--- src/hdl/phase_osc_pkg.sv ---
/*
  Constants for the phase-shift and oscillator-select register slice.
  Assumes a byte-wide register port fed by the serial configuration front end.
*/
// What this block does
// - Synth 0 divider D quadrature field, bits 15:13, rotates its clocks in 45 degree steps.
// - Quadrature code 000 none, 001-011 minus 45-135, 100 180, 101-111 plus 135-45.
// - Oscillator select bit 0 clear enables driver, set disables; register resets to zero.
// - A fixed eight-bit secondary revision byte is readable alongside the main revision.
// - Synth 1 divider C coarse field, 13-bit two's complement, shifts by whole periods.
// - Negative coarse value delays the clock, positive value advances it, by that many periods.
// - Synth 1 divider C quadrature field, bits 15:13, rotates its clocks in 45 degree steps.
// - Synth 1 divider D coarse field, 13-bit two's complement, shifts by whole periods.
// - Each 16-bit phase register spans two byte addresses, resets to zero, reads and writes.
// - Synth 1 divider D register also holds a quadrature field in bits 15:13.
package phase_osc_pkg;
  localparam logic [7:0]  PH_S0_D_ADDR   = 8'hc1;
  localparam logic [7:0]  OSC_SEL_ADDR   = 8'hc3;
  localparam logic [7:0]  REV2_ADDR      = 8'hc6;
  localparam logic [7:0]  PH_S1_C_ADDR   = 8'hc7;
  localparam logic [7:0]  PH_S1_D_ADDR   = 8'hc9;
  localparam logic [15:0] PHASE_RESET    = 16'h0000;
  localparam logic [7:0]  OSC_SEL_RESET  = 8'h00;
  localparam int          OSC_SEL_BIT    = 0;
  localparam int          COARSE_MSB     = 12;
  localparam int          QUAD_LSB       = 13;
  localparam int          QUAD_MSB       = 15;
  // Arbitrary neutral value, not tied to any real silicon.
  localparam logic [7:0]  REV2_VALUE     = 8'h5a;
endpackage

--- src/hdl/phase_reg_pair.sv ---
/*
  One 16-bit phase register held as two bytes with a committed copy.
  Assumes one-cycle write strobes from the register port.
*/
`timescale 1ns/1ps
`default_nettype none
module phase_reg_pair
  import phase_osc_pkg::*;
(
  input  wire logic        ref_clk,
  input  wire logic        rst_n,
  input  wire logic        wr_lo,
  input  wire logic        wr_hi,
  input  wire logic [7:0]  wdata,
  output logic      [15:0] host_q,
  output logic      [15:0] active_q
);
  // The low byte waits in the host copy; the high byte write commits both.
  always_ff @(posedge ref_clk or negedge rst_n) begin
    if (!rst_n) begin
      host_q   <= PHASE_RESET;
      active_q <= PHASE_RESET;
    end else begin
      if (wr_lo) begin
        host_q[7:0] <= wdata;
      end
      if (wr_hi) begin
        host_q[15:8] <= wdata;
        active_q     <= {wdata, host_q[7:0]};
      end
    end
  end
endmodule // phase_reg_pair
`default_nettype wire

--- src/hdl/phase_osc_regs.sv ---
/*
  Phase-shift, quadrature and oscillator-select configuration registers.
  Assumes the serial front end presents byte reads and writes synchronous to ref_clk.
*/
`timescale 1ns/1ps
`default_nettype none
module phase_osc_regs
  import phase_osc_pkg::*;
(
  input  wire logic              ref_clk,
  input  wire logic              rst_n,
  input  wire logic [7:0]        cfg_addr,
  input  wire logic [7:0]        cfg_wdata,
  input  wire logic              cfg_wr,
  input  wire logic              cfg_rd,
  output logic      [7:0]        cfg_rdata,
  output logic      [12:0]       coarse_phase_synth0_div_d,
  output logic      [2:0]        quadrature_rot_synth0_div_d,
  output logic      [12:0]       coarse_phase_synth1_div_c,
  output logic      [2:0]        quadrature_rot_synth1_div_c,
  output logic      [12:0]       coarse_phase_synth1_div_d,
  output logic      [2:0]        quadrature_rot_synth1_div_d,
  output logic      [3:0]        quad_steps_synth0_div_d,
  output logic      [3:0]        quad_steps_synth1_div_c,
  output logic      [3:0]        quad_steps_synth1_div_d,
  output logic      [2:0]        coarse_advance,
  output logic      [2:0]        coarse_delay,
  output logic                   osc_output_driver_en
);
  // Signed 45 degree step count: positive advances, 4 means 180 degrees.
  function automatic logic [3:0] quad_steps(input logic [2:0] code);
    unique case (code)
      3'h0: quad_steps = 4'h0;
      3'h1: quad_steps = 4'hf;
      3'h2: quad_steps = 4'he;
      3'h3: quad_steps = 4'hd;
      3'h4: quad_steps = 4'h4;
      3'h5: quad_steps = 4'h3;
      3'h6: quad_steps = 4'h2;
      3'h7: quad_steps = 4'h1;
    endcase
  endfunction

  localparam logic [7:0] PH_BASE [3] = '{PH_S0_D_ADDR, PH_S1_C_ADDR, PH_S1_D_ADDR};

  logic [15:0] host_w   [3];
  logic [15:0] active_w [3];
  logic [7:0]  osc_sel_q;
  logic [7:0]  rdata_d;

  genvar g;
  generate
    for (g = 0; g < 3; g++) begin : g_phase
      wire wr_lo_w = cfg_wr && (cfg_addr == PH_BASE[g]);
      wire wr_hi_w = cfg_wr && (cfg_addr == PH_BASE[g] + 8'h01);
      phase_reg_pair u_pair (
        .ref_clk  (ref_clk),
        .rst_n    (rst_n),
        .wr_lo    (wr_lo_w),
        .wr_hi    (wr_hi_w),
        .wdata    (cfg_wdata),
        .host_q   (host_w[g]),
        .active_q (active_w[g])
      );
      wire signed [12:0] coarse_w = active_w[g][COARSE_MSB:0];
      assign coarse_delay[g]   = coarse_w < 0;
      assign coarse_advance[g] = coarse_w > 0;
    end
  endgenerate

  assign coarse_phase_synth0_div_d   = active_w[0][COARSE_MSB:0];
  assign quadrature_rot_synth0_div_d = active_w[0][QUAD_MSB:QUAD_LSB];
  assign coarse_phase_synth1_div_c   = active_w[1][COARSE_MSB:0];
  assign quadrature_rot_synth1_div_c = active_w[1][QUAD_MSB:QUAD_LSB];
  assign coarse_phase_synth1_div_d   = active_w[2][COARSE_MSB:0];
  assign quadrature_rot_synth1_div_d = active_w[2][QUAD_MSB:QUAD_LSB];
  assign quad_steps_synth0_div_d = quad_steps(quadrature_rot_synth0_div_d);
  assign quad_steps_synth1_div_c = quad_steps(quadrature_rot_synth1_div_c);
  assign quad_steps_synth1_div_d = quad_steps(quadrature_rot_synth1_div_d);

  // Only bit 0 is stored; the reserved bits read as zero.
  wire osc_wr_w = cfg_wr && (cfg_addr == OSC_SEL_ADDR);
  always_ff @(posedge ref_clk or negedge rst_n) begin
    if (!rst_n) begin
      osc_sel_q <= OSC_SEL_RESET;
    end else if (osc_wr_w) begin
      osc_sel_q <= {7'h00, cfg_wdata[OSC_SEL_BIT]};
    end
  end
  // The host picks the value per master clock kind; the block just obeys it.
  assign osc_output_driver_en = ~osc_sel_q[OSC_SEL_BIT];

  // Writes to the revision byte are accepted and dropped, so it stays fixed.
  assign rdata_d =
      (cfg_addr == PH_S0_D_ADDR)         ? host_w[0][7:0]  :
      (cfg_addr == PH_S0_D_ADDR + 8'h01) ? host_w[0][15:8] :
      (cfg_addr == PH_S1_C_ADDR)         ? host_w[1][7:0]  :
      (cfg_addr == PH_S1_C_ADDR + 8'h01) ? host_w[1][15:8] :
      (cfg_addr == PH_S1_D_ADDR)         ? host_w[2][7:0]  :
      (cfg_addr == PH_S1_D_ADDR + 8'h01) ? host_w[2][15:8] :
      (cfg_addr == OSC_SEL_ADDR)         ? osc_sel_q       :
      (cfg_addr == REV2_ADDR)            ? REV2_VALUE      : 8'h00;

  always_ff @(posedge ref_clk or negedge rst_n) begin
    if (!rst_n) begin
      cfg_rdata <= 8'h00;
    end else if (cfg_rd) begin
      cfg_rdata <= rdata_d;
    end
  end
endmodule // phase_osc_regs
`default_nettype wire

--- config.mk ---
export PLATFORM = sky130hd
export DESIGN_NAME = phase_osc_regs
export DESIGN_NICKNAME = d
export VERILOG_FILES = /design/src/hdl/phase_osc_pkg.sv /design/src/hdl/phase_reg_pair.sv /design/src/hdl/phase_osc_regs.sv
export SDC_FILE = /design/constraint.sdc
export NUM_CORES = 1
export LEC_CHECK = 0
export BUFFER_PORTS_ARGS = -buffer_cell sky130_fd_sc_hd__buf_4
export CAP_MARGIN = 20
export CORE_ASPECT_RATIO = 1.2
export CORE_MARGIN = 2
export CORE_UTILIZATION = 50
export DETAILED_ROUTE_END_ITERATION = 8
export PLACE_DENSITY = 0.75
export SYNTH_ARGS = -nofsm -noshare
export SYNTH_HDL_FRONTEND = slang
export SYNTH_SLANG_ARGS = --single-unit
--- constraint.sdc ---
create_clock -name ref_clk -period 1.6 [get_ports ref_clk]
set_input_delay 0.32 -clock ref_clk [delete_from_list [all_inputs] [get_ports ref_clk]]
set_output_delay 0.32 -clock ref_clk [all_outputs]
set_load 0.1 [all_outputs]
Yosys cells after proc, flatten, opt, wreduce, memory -nomap -nowiden. Memory sizes are Yosys's and may differ from the RTL's. Cells that the tools add are included.

Magnitude comparators: 6. Equal/unequal tests: 8. Muxes and demuxes: 8. Bitwise operators: 1. Reduce and logical (&&, ||, !) cells: 7.

Operators by type and width (count): 8-bit == test, second input constant (8); 8-bit two-way mux (6); 13-bit by 1-bit greater-than comparator with 1-bit output, second input constant (3); 13-bit by 1-bit less-than comparator with 1-bit output, second input constant (3); 7-bit two-way mux (2); 1-bit logical AND (7); 1-bit inverter (1).

Register bits: 105. ROM bits: 96. Bits of input ports: 20. Output and inout port bits: 75. Logic and storage cells: 44. Memories: 3.

Memories: (name not given) (depth 8, width 4, rd ports 1, clocked after memory_dff 0, wr ports 0, RTL line phase_osc_regs.sv:32) `unique case (code)`; (name not given) (depth 8, width 4, rd ports 1, clocked after memory_dff 0, wr ports 0, RTL line phase_osc_regs.sv:32); (name not given) (depth 8, width 4, rd ports 1, clocked after memory_dff 0, wr ports 0, RTL line phase_osc_regs.sv:32).

Longest topological paths before layout.
Depth in word-level cells: 9. Mapped depth: 6.

Hierarchy. From an unflattened synthesis, not the netlist that was laid out.

Cells, all modules: 354. Area, all modules: 4362.9 sq um.

By module, submodules not included: phase_reg_pair (times used 3, cells each 59, area each 1004.7 sq um, sequential area each 600.6 sq um); phase_osc_regs (times used 1, cells each 177, area each 1348.8 sq um, sequential area each 225.2 sq um).

Worst setup path after synthesis. Ideal clock, no wire load.

Path kind: reg2out. Start: register g_phase[1].u_pair.active_q[0]. End: output port coarse_advance[1]. Data arrival time: 2752 ps. Required time: 1280 ps. Path slack: -1472 ps. Stages on the path, launching flop included: 3. Path through: dfrtp_1 nor4_1 a31oi_1.

Longest elaborated chain between the ends: 1.

Ends and longest elaborated chain: from (decl) (RTL line phase_reg_pair.sv:16) `output logic [15:0] active_q`; from (signal assigned) (RTL line phase_reg_pair.sv:29) `active_q <= {wdata, host_q[7:0]};`; 13-bit by 1-bit greater-than comparator with 1-bit output (RTL line phase_osc_regs.sv:67) `assign coarse_advance[g] = coarse_w > 0;`; to (decl) (RTL line phase_osc_regs.sv:26) `output logic [2:0] coarse_advance,`.

Every way passes these cells.

Final worst setup path.
Start: register g_phase[0].u_pair.active_q[7]. End: output port coarse_advance[0].

Longest elaborated chain between the ends: 1.

Ends and longest elaborated chain (RTL line): from (decl) (phase_reg_pair.sv:16); from (signal assigned) (phase_reg_pair.sv:29); 13-bit by 1-bit greater-than comparator with 1-bit output (phase_osc_regs.sv:67).

Every way passes these cells.

==> flow_metrics.env <==
export IMPL_clock_skew_ns=0.01086
export IMPL_grt_pass1_wl_um=17360
export IMPL_num_io_pins=95
export IMPL_drt_iter0_drc=138
export IMPL_htree_levels=3
export IMPL_final_nets=475
export IMPL_finalCritPeriodShare_pct=114.4
export IMPL_max_slew_margin_pct=73.96
export IMPL_outcome="finished, violations left"
export IMPL_total_leakage_power_uw=0.002885
export IMPL_synth_ff_latch_count=81
export IMPL_final_area_sq_um=5912
export IMPL_rsz0062_at_grt="yes"
export IMPL_min_period_ns=1.831
export IMPL_area_growth_pct=41.72
export IMPL_grtUsageMet2_pct=41.18
export IMPL_yosysUniqueCellTypes=48
export IMPL_top_usage_layer="met2"
export IMPL_use_met3_pct=3.254
export IMPL_synth_cells=333
export IMPL_n_antenna_cell=0
export IMPL_use_met1_pct=32.83
export IMPL_grt_use_total_pct=24.93
export IMPL_critPathMaxFanout=2
export IMPL_async_flop_share_pct=100.0
export IMPL_hold_path_class="in2reg"
export IMPL_power_density_nw_per_um2=893.9
export IMPL_worst_ir_drop_vdd_mv=0.7464
export IMPL_dpl_hpwl_um=7777
export IMPL_tightest_slew_ns=0.3906
export IMPL_violations="setup timing"
export IMPL_dieArea_sq_um=9092
export IMPL_critPathSlowestCell="dfrtp_4"
export IMPL_synthFlopType="dfrtp_1"
export IMPL_drtPass1Iterations=4
export IMPL_clk_latency_ns=0.36
export IMPL_cts_tree="done"
export IMPL_wl_per_cell_um=19.29
export IMPL_start_util_pct=51.45
export IMPL_ys_warn_count=0
export IMPL_place_gp_congestion=0.8810
export IMPL_wirelength_um=10650
export IMPL_slew_viol_final=0
export IMPL_drc=0
export IMPL_path_cells="nor4_4 > a31oi_4 > buf_12"
export IMPL_clk_pin_slew_ns=0.08
export IMPL_setup_viol=6
export IMPL_hold_path_depth=2
export IMPL_placed_cell_area_sq_um=5379
export IMPL_max_freq_mhz=546.3
export IMPL_synth_edf_count=0
export IMPL_cp_start_kind="flip-flop"
export IMPL_avgViaCountPerCell=5.496
export IMPL_drive_above_1_share_pct=67.18
export IMPL_path_class="reg2out"
export IMPL_synth_nets=356
export IMPL_syn_cell_area_sq_um=4172
export IMPL_portBuffers=94
export IMPL_grt_max_degree=39
export IMPL_cts_root_buf="clkbuf_8"
export IMPL_crit_required_ns=1.28
export IMPL_grt_pass1_vias=3223
export IMPL_cts_buffer_depth=2
export IMPL_r2r_cells=5
export IMPL_fin_ws_ns=-0.2306
export IMPL_cts_buffers_inserted=9
export IMPL_die_y_um=104.1
export IMPL_hold_slack_ns=0.2388
export IMPL_finalPower_uw=5285
export IMPL_hold_viol_final=0
export IMPL_yosysSeqAreaShare_pct=48.59
export IMPL_cp_data_arrival_time_ns=1.51
export IMPL_die_width_um=87.38
export IMPL_vias=3034
export IMPL_critPathCaptureType="primary output"
export IMPL_grt_overflow=0
export IMPL_postRouteAntennaNets=0
export IMPL_cts_sinks=81
export IMPL_core_sq_um=8108
export IMPL_antenna_found_initial=0
export IMPL_syn_avg_cell_area_sq_um=12.53
export IMPL_fin_util_pct=72.92
export IMPL_rows=36
export IMPL_critPathMaxStageDelay_ns=0.49
export IMPL_drv_cap=0
[metrics by stage]
step                TNS (ns)  setup slack [ns]  cells
floorplan             -5.164           -0.2186    333
global placement      -13.42           -0.2133    526
detailed placement    -14.38           -0.2400    526
CTS                  -0.8629           -0.2583    546
global route          -1.163           -0.2835    552
finish               -0.7792           -0.2306    552
[cell usage after synthesis (2+ instances only)]
cell type / instances / area [sq um]
a21oi_1: 8 / 40.04
a221oi_1: 3 / 26.28
a22o_1: 2 / 17.52
a22oi_1: 3 / 22.52
a31oi_1: 4 / 25.02
and2_1: 2 / 12.51
and3_1: 5 / 31.28
buf_2: 6 / 30.03
buf_4: 30 / 225.2
buf_6: 3 / 33.78
clkbuf_1: 6 / 22.52
dfrtp_1: 81 / 2027
ha_1: 3 / 37.54
inv_1: 13 / 48.80
mux2_2: 53 / 596.8
mux2_4: 20 / 300.3
mux2i_1: 7 / 70.07
nand2_1: 10 / 37.54
nand3_1: 2 / 10.01
nand3_4: 2 / 35.03
nor2_1: 7 / 26.28
nor2b_1: 2 / 12.51
nor3b_1: 5 / 37.54
nor4_1: 11 / 68.82
o21ai_0: 7 / 35.03
o22ai_1: 2 / 12.51
o2bb2ai_1: 5 / 43.79
o32a_1: 3 / 30.03
or2_2: 6 / 37.54
xnor2_1: 4 / 35.03
[state kept, by name, summed over array words and instances, names as in the netlist]
name                     cells
cfg_rdata                    8
osc_sel_q                    1
g_phase.u_pair.active_q     48
g_phase.u_pair.host_q       24
[kinds of logic (layout without fill, tap and decap cells)]
family / after synthesis / after routing / share of synthesized area, %
fa+ha+maj: 3 / 3 / 0.8999
simple gates: 63 / 63 / 10.35
buf+inv: 58 / 182 / 8.638
compound gates: 44 / 44 / 7.499
flops: 81 / 81 / 48.59
xor+xnor: 4 / 4 / 0.8397
mux: 80 / 80 / 23.19
[area by class of cell]
type / count / area [sq um]
sequential: 81 / 2098
inverter: 13 / 48.80
multi-input combinational: 194 / 2073
timing repair buffer: 153 / 1353
tap: 95 / 118.9
clock inverter: 6 / 92.59
clock buffer: 10 / 127.6
fill: 530 / 2196
[cells in the final DEF, fill, tap and decap left out, types with 3 or more instances in the layout]
master and count:
buf_4 132, mux2i_1 7, dfrtp_1 56, nor2_1 4
mux2_4 20, mux2_2 53, inv_2 6, nor3b_1 4
a31oi_4 3, o2bb2ai_1 5, and3_1 5, dfrtp_2 9
nor4_4 8, buf_12 14, nand2_1 10, nor2_4 3
a221oi_1 3, xnor2_4 3, clkbuf_8 9, ha_4 3
a21oi_1 8, o21ai_0 7, buf_6 5, o32a_1 3
inv_1 7, a22oi_1 3, dfrtp_4 16, or2_2 6
[path summary, 6_finish.rpt]
kind | from | endpoint | slack (ns)
min in group asynchronous | rst_n | g_phase[1].u_pair.active_q[4]$_DFFE_PN0P_ | 0.42
hold / removal | cfg_rd | cfg_rdata[6]$_DFFE_PN0P_ | 0.24
max in group asynchronous | rst_n | g_phase[1].u_pair.active_q[6]$_DFFE_PN0P_ | 0.58
hold reg to reg | cfg_rdata[7]$_DFFE_PN0P_ | cfg_rdata[7]$_DFFE_PN0P_ | 0.53
setup / recovery | g_phase[0].u_pair.active_q[7]$_DFFE_PN0P_ | coarse_advance[0] | -0.23
setup reg to reg | g_phase[1].u_pair.active_q[8]$_DFFE_PN0P_ | cfg_rdata[0]$_DFFE_PN0P_ | 0.14
[worst max-delay path: cells and delay by family, from the launching register on]
family                 cells  cell delay (ns)
flip-flops                 1             0.49
AND/OR/NAND/NOR            1             0.33
buffers and inverters      1             0.19
AO/OA/AOI/OAI              1             0.14
[repair_timing]
| action | 4_1_cts | 5_1_grt |
|---|---|---|
| pin swaps | 6 | 4 |
| hold buffers | 1 | 0 |
| endpoints found under the hold margin | 25 | 0 |
| buffers inserted | 3 | 6 |
| gates resized for setup | 41 | 15 |
| endpoints found under the setup margin | 14 | 15 |
[per-layer routing]
layer	vias up	wire length, um
met2	84	5673
li1	1410	-
met5	-	0
met1	1526	4354
met4	0	188
met3	14	433
[where the power goes]
part	internal [uW]	switching, uW	leakage [uW]
sequential	2120	81.2	0.00107
clock	884	762	0.000103
combinational	491	952	0.00171
No activity file was read; power rests on OpenSTA's default activity.
